**config.mk**
```make
export PLATFORM = sky130hd
export DESIGN_NAME = fac_flash_ctrl
export DESIGN_NICKNAME = d
export VERILOG_FILES = /design/src/core/fac_flash_ctrl.v
export VERILOG_INCLUDE_DIRS = /design/src /design/src/core
export SDC_FILE = /design/constraint.sdc
export NUM_CORES = 1
export LEC_CHECK = 0
export ABC_AREA = 1
export BUFFER_PORTS_ARGS = -buffer_cell sky130_fd_sc_hd__buf_2
export CORE_MARGIN = 5
export CORE_UTILIZATION = 35
export CTS_CLUSTER_SIZE = 28
export DETAILED_ROUTE_END_ITERATION = 6
export HOLD_SLACK_MARGIN = 0.12
export PLACE_DENSITY = 0.57
export SETUP_SLACK_MARGIN = 0.1
export SYNTH_ARGS = -nofsm -noshare
export SYNTH_HDL_FRONTEND = slang
export SYNTH_SLANG_ARGS = --single-unit
```
**constraint.sdc**
```tcl
create_clock -name CLK_SYS -period 6.7 [get_ports CLK_SYS]
set_input_delay 1.34 -clock CLK_SYS [delete_from_list [all_inputs] [get_ports CLK_SYS]]
set_output_delay 1.34 -clock CLK_SYS [all_outputs]
set_load 0.02 [all_outputs]
```
**src/core/fac_map.vh**
```
`ifndef FAC_MAP_VH
`define FAC_MAP_VH
// Erase and program maxima in microseconds, and the system clock in MHz.
`define FAC_T_ER_US          8000
`define FAC_T_PR_US          3500
`define FAC_CLK_MHZ          100
// Busy counts derived from the maxima; a longest time rounds down.
`define FAC_ER_CYC           (`FAC_T_ER_US * `FAC_CLK_MHZ)
`define FAC_PR_CYC           (`FAC_T_PR_US * `FAC_CLK_MHZ)
// Number of modules and the module that may be written while it is the read source.
`define FAC_NUM_MOD          5
`define FAC_FREE_MOD         3'h4
`define FAC_SCRATCH_SRC      3'h7
// Reset values of the wait state controls.
`define FAC_WS_RST           3'h4
`define FAC_WSE_RST          1'h0
// Operation codes.
`define FAC_OP_ERASE         1'h0
`define FAC_OP_PROG          1'h1
// Control sequencer overhead in system cycles.
`define FAC_SM_OVH           2'h2
`endif

```
**src/core/fac_flash_ctrl.v**
```verilog
// Overview of operation
// - Erase or program allowed on any module but the read source while reads stay in one source.
// - Module 4 accepts erase and program whatever module is being read, except while module 4 is busy or with multi-source reads while any module is busy.
// - Page program ends within 3.5 ms, sector erase within 8.0 ms.
// - Durations come from the flash time base plus a few system cycles.
// - Wait states apply to non-sequential reads only; sequential use prefetch.
// - A prefetch buffer fetches ahead along sequential addresses.
// - Cache hit has no wait state; a miss adds one more unless the wait count and extension are both zero.
`timescale 1ns/10ps
`include "fac_map.vh"
module fac_flash_ctrl #(
    parameter ADDR_W  = 16,
    parameter ER_CYC  = `FAC_ER_CYC,
    parameter PR_CYC  = `FAC_PR_CYC,
    parameter TB_DIV  = 100
) (
    input  wire              CLK_SYS,
    input  wire              SRST,
    input  wire [2:0]        WAIT_STATE_COUNT,
    input  wire              WAIT_STATE_EXTENSION,
    input  wire              SAFE_ACCESS_AFTER_RESET,
    input  wire              RD_REQ,
    input  wire [ADDR_W-1:0] RD_ADDR,
    input  wire              RD_CACHEABLE,
    input  wire [2:0]        RD_SRC,
    input  wire              RD_MULTI_SRC,
    input  wire              OP_REQ,
    input  wire              OP_KIND,
    input  wire [2:0]        OP_MODULE,
    output reg               RD_DONE,
    output reg               RD_SEQ_HIT,
    output reg               RD_CACHE_HIT,
    output reg               OP_ACCEPT,
    output reg               OP_REJECT,
    output reg  [4:0]        MOD_BUSY,
    output reg               BUSY
);
    localparam RS_IDLE = 2'h0;
    localparam RS_WAIT = 2'h1;
    localparam RS_DONE = 2'h2;
    reg  [1:0]        rd_state;
    reg  [3:0]        ws_cnt;
    reg  [ADDR_W-1:0] last_addr;
    reg  [ADDR_W-1:0] pf_addr;
    reg               pf_valid;
    reg  [ADDR_W-1:0] cache_addr;
    reg               cache_valid;
    reg  [2:0]        ws_held;
    reg               wse_held;
    reg  [6:0]        tb_cnt;
    reg               tb_tick;
    reg  [22:0]       mod_cnt [0:4];
    reg  [1:0]        ovh_cnt [0:4];
    wire              seq_hit;
    wire              c_hit;
    wire              op_bad_mod;
    wire              op_mod_busy;
    wire              op_own_src;
    wire              op_overload;
    wire              tb_wrap;
    reg               rd_cacheable;

    integer           i;

    // Miss cost: programmed states, the extension and the cache refill.
    function [3:0] miss_waits;
        input [2:0] ws;
        input       ext;
        input       cached;
        begin
            miss_waits = {1'b0, ws} + {3'h0, ext} + {3'h0, cached};
        end
    endfunction

    function [2:0] ones5;
        input [4:0] v;
        begin
            ones5 = {2'h0, v[0]} + {2'h0, v[1]} + {2'h0, v[2]}
                  + {2'h0, v[3]} + {2'h0, v[4]};
        end
    endfunction

    // Safe access forces the reset count of 4 with the extension on so a reset cannot violate timing.
    always @(posedge CLK_SYS) begin
        if (SRST) begin
            ws_held  <= `FAC_WS_RST;
            wse_held <= `FAC_WSE_RST;
        end else if (SAFE_ACCESS_AFTER_RESET) begin
            ws_held  <= `FAC_WS_RST;
            wse_held <= 1'h1;
        end else begin
            ws_held  <= WAIT_STATE_COUNT;
            wse_held <= WAIT_STATE_EXTENSION;
        end
    end

    assign seq_hit = pf_valid && (RD_ADDR == pf_addr);
    assign c_hit   = RD_CACHEABLE && cache_valid && (RD_ADDR == cache_addr);
    assign op_bad_mod  = (OP_MODULE > `FAC_FREE_MOD);
    assign op_mod_busy = !op_bad_mod && MOD_BUSY[OP_MODULE];
    // Own-source refusal holds whether reads span one module or several.
    assign op_own_src  = (OP_MODULE == RD_SRC)
                      && (OP_MODULE != `FAC_FREE_MOD);
    assign op_overload = RD_MULTI_SRC
                      && (ones5(MOD_BUSY) != 3'h0);
    assign tb_wrap     = (tb_cnt == TB_DIV - 1);

    always @(posedge CLK_SYS) begin
        if (SRST) begin
            rd_state     <= RS_IDLE;
            ws_cnt       <= 4'h0;
            last_addr    <= {ADDR_W{1'b0}};
            pf_addr      <= {ADDR_W{1'b0}};
            pf_valid     <= 1'b0;
            cache_addr   <= {ADDR_W{1'b0}};
            cache_valid  <= 1'b0;
            rd_cacheable <= 1'b0;
            RD_DONE      <= 1'b0;
            RD_SEQ_HIT   <= 1'b0;
            RD_CACHE_HIT <= 1'b0;
        end else begin
            RD_DONE <= 1'b0;
            case (rd_state)
                RS_IDLE: begin
                    if (RD_REQ) begin
                        last_addr    <= RD_ADDR;
                        rd_cacheable <= RD_CACHEABLE;
                        RD_SEQ_HIT   <= seq_hit;
                        RD_CACHE_HIT <= c_hit;
                        if (c_hit || seq_hit) begin
                            rd_state <= RS_DONE;
                        end else begin
                            // A cache miss costs one extra state unless the held wait count and extension are both zero.
                            ws_cnt <= miss_waits(ws_held, wse_held,
                                                 RD_CACHEABLE);
                            rd_state <= RS_WAIT;
                        end
                    end
                end
                RS_WAIT: begin
                    if (ws_cnt <= 4'h1) begin
                        rd_state <= RS_DONE;
                    end else begin
                        ws_cnt <= ws_cnt - 4'h1;
                    end
                end
                RS_DONE: begin
                    RD_DONE  <= 1'b1;
                    pf_addr  <= last_addr + {{(ADDR_W-1){1'b0}}, 1'b1};
                    pf_valid <= 1'b1;
                    if (RD_CACHE_HIT == 1'b0 && RD_SEQ_HIT == 1'b0) begin
                        cache_addr  <= last_addr;
                        // The captured range bit is used, the pin may move.
                        cache_valid <= rd_cacheable;
                    end
                    rd_state <= RS_IDLE;
                end
                default: rd_state <= RS_IDLE;
            endcase
        end
    end

    // Flash time base: one tick per microsecond.
    always @(posedge CLK_SYS) begin
        if (SRST) begin
            tb_cnt  <= 7'h0;
            tb_tick <= 1'b0;
        end else begin
            tb_tick <= tb_wrap;
            tb_cnt  <= tb_wrap ? 7'h0 : tb_cnt + 7'h1;
        end
    end

    // Counts are cycles; the time base only gates the decrement rate.
    always @(posedge CLK_SYS) begin
        if (SRST) begin
            OP_ACCEPT <= 1'b0;
            OP_REJECT <= 1'b0;
            MOD_BUSY  <= 5'h0;
            BUSY      <= 1'b0;
            for (i = 0; i < `FAC_NUM_MOD; i = i + 1) begin
                mod_cnt[i] <= 23'h0;
                ovh_cnt[i] <= 2'h0;
            end
        end else begin
            OP_ACCEPT <= 1'b0;
            OP_REJECT <= 1'b0;
            for (i = 0; i < `FAC_NUM_MOD; i = i + 1) begin
                if (MOD_BUSY[i]) begin
                    if (ovh_cnt[i] != 2'h0) begin
                        ovh_cnt[i] <= ovh_cnt[i] - 2'h1;
                    end else if (mod_cnt[i] > TB_DIV[22:0]) begin
                        if (tb_tick) begin
                            mod_cnt[i] <= mod_cnt[i] - TB_DIV[22:0];
                        end
                    end else begin
                        MOD_BUSY[i] <= 1'b0;
                    end
                end
            end
            if (OP_REQ) begin
                // Own-source and overload requests are refused, not queued.
                if (op_bad_mod || op_mod_busy || op_own_src
                    || op_overload) begin
                    OP_REJECT <= 1'b1;
                end else begin
                    OP_ACCEPT           <= 1'b1;
                    MOD_BUSY[OP_MODULE] <= 1'b1;
                    ovh_cnt[OP_MODULE]  <= `FAC_SM_OVH;
                    mod_cnt[OP_MODULE]  <= (OP_KIND == `FAC_OP_PROG)
                                         ? PR_CYC[22:0] : ER_CYC[22:0];
                end
            end
            BUSY <= (MOD_BUSY != 5'h0) || OP_REQ;
        end
    end
endmodule

```
==> impl_metrics.json, run 1 <==
{
  "synth-seq-cells": 195,
  "synthFlopType": "dfxtp_1",
  "cts_sinks": 195,
  "dp_slack_ns": 2.34,
  "dieArea_mm2": 0.0356,
  "io_buffer_count": 44,
  "synth_area_mm2": 0.0112,
  "syn_avg_cell_area_um2": 6.84,
  "cts_max_level": 4,
  "r2r.worst_path.cells": 12,
  "crit_end": "mod_cnt[1][19]",
  "grt_max_degree": 49,
  "finalNonFillerCells": 2081,
  "dr_total_vias": 9938,
  "synth_largest_area_cell": "dfxtp_1",
  "status": "finished clean",
  "hold_path.class": "flop to flop",
  "crit_fanout": 38,
  "r2r_start": "MOD_BUSY[0]",
  "routed_via_density": 4.78,
  "grt_pass1_vias": 9229,
  "powerDensity_mw_per_mm2": 229,
  "synthCells": 1633,
  "drive_gt1_frac": 0.0876,
  "regToRegSetupSlack_ns": 3.10,
  "grt_overflow": 0,
  "antenna_found_initial": 0,
  "multiInputGateArea_mm2": 0.00571,
  "worstMarginPinSlew_ns": 0.724,
  "drv_cap": 0,
  "postCtsResizedCells": 0,
  "final_cell_area_mm2": 0.0123,
  "synth-seq-area-share": 0.381,
  "placed_area_mm2": 0.0117,
  "synth.distinct_cells": 50,
  "power_leakage_nw": 5.78,
  "start_kind": "input port",
  "worstPathRequired_ns": 6.80,
  "yosysTopAreaCellShare": 0.287,
  "ir_worst_vdd_uv": 176,
  "setup_viol": 0,
  "root_buffer": "clkbuf_16",
  "clk_latency_ns": 0.44,
  "cts_tree": "done",
  "r2r_end": "mod_cnt[0][9]",
  "placedCellCount": 2049,
  "synth_fp_nets": 1692,
  "fill_cells": 3349,
  "die_y_um": 189,
  "fmax_mhz": 258,
  "worstSetupPathType": "input port to flop",
  "finalCritPeriodShare": 0.579,
  "slew_viol_final": 0,
  "wl_um": 26300,
  "synthTopCellsByArea": "dfxtp_1 (29%), nand2_1 (13%), edfxtp_1 (9.4%), inv_1 (8.5%), nor2_1 (7.1%)",
  "post-route-drc-count": 0,
  "hold_violations": 0,
  "yosysMostFrequentCell": "nand2_1",
  "n_antenna_cell": 0,
  "rsz0062_at_grt": "false",
  "nets": 1725,
  "timing.final.ws_setup_ns": 2.82,
  "die_x_um": 189,
  "detailed_place_hpwl_um": 19800,
  "cts.path.max_buffers": 2,
  "synth-async-reset-ratio": 0,
  "drtPass1Iterations": 5,
  "row_count": 65,
  "fin_hold_ws_ns": 0.449,
  "post_drt_wl_per_cell_um": 12.7,
  "cts_buffers": 17,
  "gr-usage-all-layers": 0.148,
  "cts.clk_slew.worst_paths_ns": 0.07,
  "drt_iter0_drc": 636,
  "worst_clock_skew_ns": 0.0113,
  "min_period_ns": 3.88,
  "start_util": 0.354,
  "regArea_mm2": 0.00425,
  "area_growth_pct": 9.96,
  "io_pins": 45,
  "tns_ns": 0,
  "antenna_left": 0,
  "postCtsHoldBufs": 0,
  "grt_pass1_wl_um": 44400,
  "cp.arrival_ns": 3.98,
  "gp_congestion": 0.883,
  "yosys_warnings": 0,
  "cp-startpoint": "SRST",
  "max-slew-margin-rel": 0.516,
  "synth_enable_flop_cells": 35,
  "worst_setup_path_end_kind": "flop",
  "yosys-top-cells-count": "nand2_1 (394), inv_1 (253), nor2_1 (210)",
  "core_area_mm2": 0.0316,
  "post_cts_buffers": 0
}
## state kept, by name (all words and copies together), names as in the netlist, 2 cells and up
register	flops
mod_cnt	105
cache_addr	16
last_addr	16
pf_addr	16
ovh_cnt	10
tb_cnt	7
MOD_BUSY	5
ws_cnt	4
ws_held	3
rd_state	2
## power breakdown
part           internal, W  switching, W
registers          0.00127     0.0000593
clock network     0.000523      0.000479
logic             0.000163      0.000318
## cell type report
| type | count | area share |
|---|---|---|
| flip-flops and latches | 195 | 0.346 |
| clock buffers | 20 | 0.0355 |
| well taps | 402 | 0.0409 |
| clock inverters | 12 | 0.00988 |
| repair buffers | 47 | 0.0198 |
| multi-input cells | 1136 | 0.465 |
| inverters | 269 | 0.0828 |
## worst min-delay path by stage
stage                    from   endpoint  slack [ns]  cells after the start
finish              tb_cnt[0]  tb_cnt[0]        0.45                      1
global route        tb_cnt[0]  tb_cnt[0]        0.47                      1
CTS                 tb_cnt[0]  tb_cnt[0]        0.45                      1
detailed placement  tb_cnt[0]  tb_cnt[0]        0.44                      1
global placement    tb_cnt[0]  tb_cnt[0]        0.43                      1
floorplan           tb_cnt[0]  tb_cnt[0]        0.42                      1
## through the flow
stage               power, W  utilization
floorplan            0.00172            -
global placement     0.00183        0.372
detailed placement   0.00183        0.372
CTS                  0.00285        0.389
global route         0.00297        0.389
finish               0.00281        0.389
## critical path, stage by stage
cell and delay (ns):
buf_2 0.31, inv_2 0.57, nand2_2 0.26, nor3_1 0.25
nand3_2 0.20, nand2_1 0.59, inv_1 0.13, nand2_1 0.31
## cells in the final DEF (no fill, tap or decap), types with 34 or more instances in the layout
| master | Yosys | layout |
|---|---|---|
| o21ai_0 | 65 | 65 |
| edfxtp_1 | 35 | 35 |
| nor2_1 | 210 | 210 |
| nand2_1 | 394 | 394 |
| a21oi_1 | 92 | 92 |
| nand3_1 | 146 | 146 |
| nor3_1 | 34 | 34 |
| inv_1 | 253 | 253 |
| dfxtp_1 | 160 | 160 |
| buf_2 | 8 | 44 |
## cell families (layout without fill, tap and decap cells)
logic type / count (synthesis) / after routing / share of synthesized area
and+or+nand+nor: 864 / 864 / 0.346
buffers and inverters: 302 / 348 / 0.108
AOI/OAI and AO/OA: 200 / 200 / 0.0983
DFF: 195 / 195 / 0.381
xor gates and xnor gates: 47 / 47 / 0.0368
adders and majority gates: 25 / 25 / 0.0300
## layer usage
metal | GRT usage | routed length, µm | vias up
met1 | 0.202 | 13000 | 4507
met5 | 0 | 0 | -
met4 | 0.0378 | 352 | 0
met2 | 0.246 | 12100 | 151
met3 | 0.0243 | 832 | 22
li1 | - | - | 5258
Power figures use the tool's default switching activity.
==> inputs of run 2 (changes only) <==
- clock period: 6.7 -> 3.8 ns (I/O delays scaled with it)
==> run 2 against run 1 <==
Compared with the run above: combinational power rose by 77%; power rose by 76%; first-iteration DRC count fell by 18%; die area did not move; highest routed layer unchanged.
==> impl_metrics.json, run 2 (same netlist as run 1, synthesis figures left out) <==
{
  "die_y_um": 189,
  "r2r.worst_path.cells": 12,
  "crit_fanout": 11,
  "dr_total_vias": 9961,
  "placed_area_mm2": 0.0118,
  "post_cts_buffers": 0,
  "mostFrequentLayoutCells": "nand2_1 (394), inv_1 (253), nor2_1 (210), dfxtp_1 (160), nand3_1 (146)",
  "core_area_mm2": 0.0316,
  "rsz0062_at_grt": "false",
  "io_buffer_count": 44,
  "die_x_um": 189,
  "use_met2": 0.255,
  "start_util": 0.354,
  "grtUsageMet3": 0.0269,
  "final_cell_area_mm2": 0.0123,
  "cts.clk_slew.worst_paths_ns": 0.07,
  "postCtsResizedCells": 0,
  "nets": 1729,
  "root_buffer": "clkbuf_16",
  "regToRegSetupSlack_ns": 0.56,
  "worst_setup_path_end_kind": "flop",
  "r2r_start": "MOD_BUSY[0]",
  "drive_gt1_frac": 0.0898,
  "dieArea_mm2": 0.0356,
  "routed_via_density": 4.78,
  "gp_congestion": 0.860,
  "area_growth_pct": 10.1,
  "detailed_place_hpwl_um": 19800,
  "finalCritPeriodShare": 0.853,
  "layout_commonest_cell": "nand2_1",
  "min_period_ns": 3.24,
  "antenna_left": 0,
  "worstMarginPinSlew_ns": 0.746,
  "drv_cap": 0,
  "n_antenna_cell": 0,
  "tns_ns": 0,
  "cts.path.max_buffers": 2,
  "worstPathRequired_ns": 3.94,
  "wl_um": 26700,
  "powerDensity_mw_per_mm2": 403,
  "cts_sinks": 195,
  "io_pins": 45,
  "slew_viol_final": 0,
  "regMostFlops": "mod_cnt",
  "cp.arrival_ns": 3.38,
  "hold_path.class": "flop to flop",
  "fmax_mhz": 309,
  "ir_worst_vdd_uv": 336,
  "status": "finished clean",
  "antenna_found_initial": 0,
  "max-slew-margin-rel": 0.501,
  "setup_viol": 0,
  "cp-startpoint": "MOD_BUSY[0]",
  "worst_clock_skew_ns": 0.0136,
  "crit_end": "mod_cnt[0][13]",
  "drt_iter0_drc": 520,
  "cts_tree": "done",
  "cts_max_level": 4,
  "r2r_end": "mod_cnt[0][13]",
  "grt_max_degree": 53,
  "post_drt_wl_per_cell_um": 12.8,
  "grt_overflow": 0,
  "cts_buffers": 17,
  "use_met1": 0.201,
  "power_leakage_nw": 5.79,
  "hold_violations": 0,
  "drtPass1Iterations": 7,
  "grt_pass1_vias": 9304,
  "grt_pass1_wl_um": 45100,
  "start_kind": "flop",
  "postCtsHoldBufs": 0,
  "post-route-drc-count": 0,
  "gr-usage-all-layers": 0.152,
  "grt.busiest_layer": "met2",
  "row_count": 65,
  "min-delay-start": "tb_cnt[0]",
  "clk_latency_ns": 0.45,
  "worstSetupPathType": "flop to flop",
  "largest_register_ffs": 105
}
[run 2: changes by cell type in the layout (fill, tap and decap cells not counted), moves of 2 or more]
cell        change
clkinv_4        -2
clkbuf_1        -2
buf_4           +4
inv_8           -2
clkinvlp_4      +2
[run 2: where the power goes]
part           internal [W]  switching, W
sequential          0.00224      0.000105
combinational      0.000290      0.000562
clock              0.000920      0.000841
total               0.00345       0.00151
[run 2: layer usage]
| metal | vias to the layer above | wire length, µm |
|---|---|---|
| li1 | 5276 | - |
| met1 | 4516 | 12900 |
| met2 | 139 | 12400 |
| met3 | 30 | 843 |
| met4 | 0 | 498 |
| met5 | - | 0 |
[run 2: final cells by class]
class / instances / area (µm²)
repair buffers: 51 / 273
multi-input cells: 1136 / 5710
flip-flops and latches: 195 / 4250
clock inverters: 12 / 105
clock buffers: 19 / 443
fillers: 3401 / 19200
well taps: 402 / 503
inverters: 269 / 1020
[run 2: stage by stage]
step	setup slack, ns	total power, W	utilization	std cells	hold slack [ns]
floorplan	0.841	0.00303	-	1633	0.418
global placement	0.603	0.00323	0.373	2053	0.432
detailed placement	0.534	0.00324	0.373	2053	0.440
CTS	0.538	0.00503	0.390	2084	0.456
global route	0.289	0.00526	0.390	2084	0.470
finish	0.559	0.00496	0.390	2084	0.447
[run 2: worst max-delay path, cell delays in order (launching register included)]
cell	delay, ns
dfxtp_1	0.36
fa_1	0.54
inv_1	0.05
fa_1	0.35
inv_1	0.06
ha_1	0.22
inv_1	0.05
nand2_1	0.04
o21ai_0	0.14
nand2_1	0.10
a21oi_4	0.33
nand4_2	0.38
nand2_2	0.31
[run 2: worst min path at each step]
stage	end	slack, ns	depth (start not counted)
global placement	tb_cnt[0]	0.43	1
detailed placement	tb_cnt[0]	0.44	1
floorplan	tb_cnt[0]	0.42	1
global route	tb_cnt[0]	0.47	1
CTS	tb_cnt[0]	0.46	1
finish	tb_cnt[0]	0.45	1
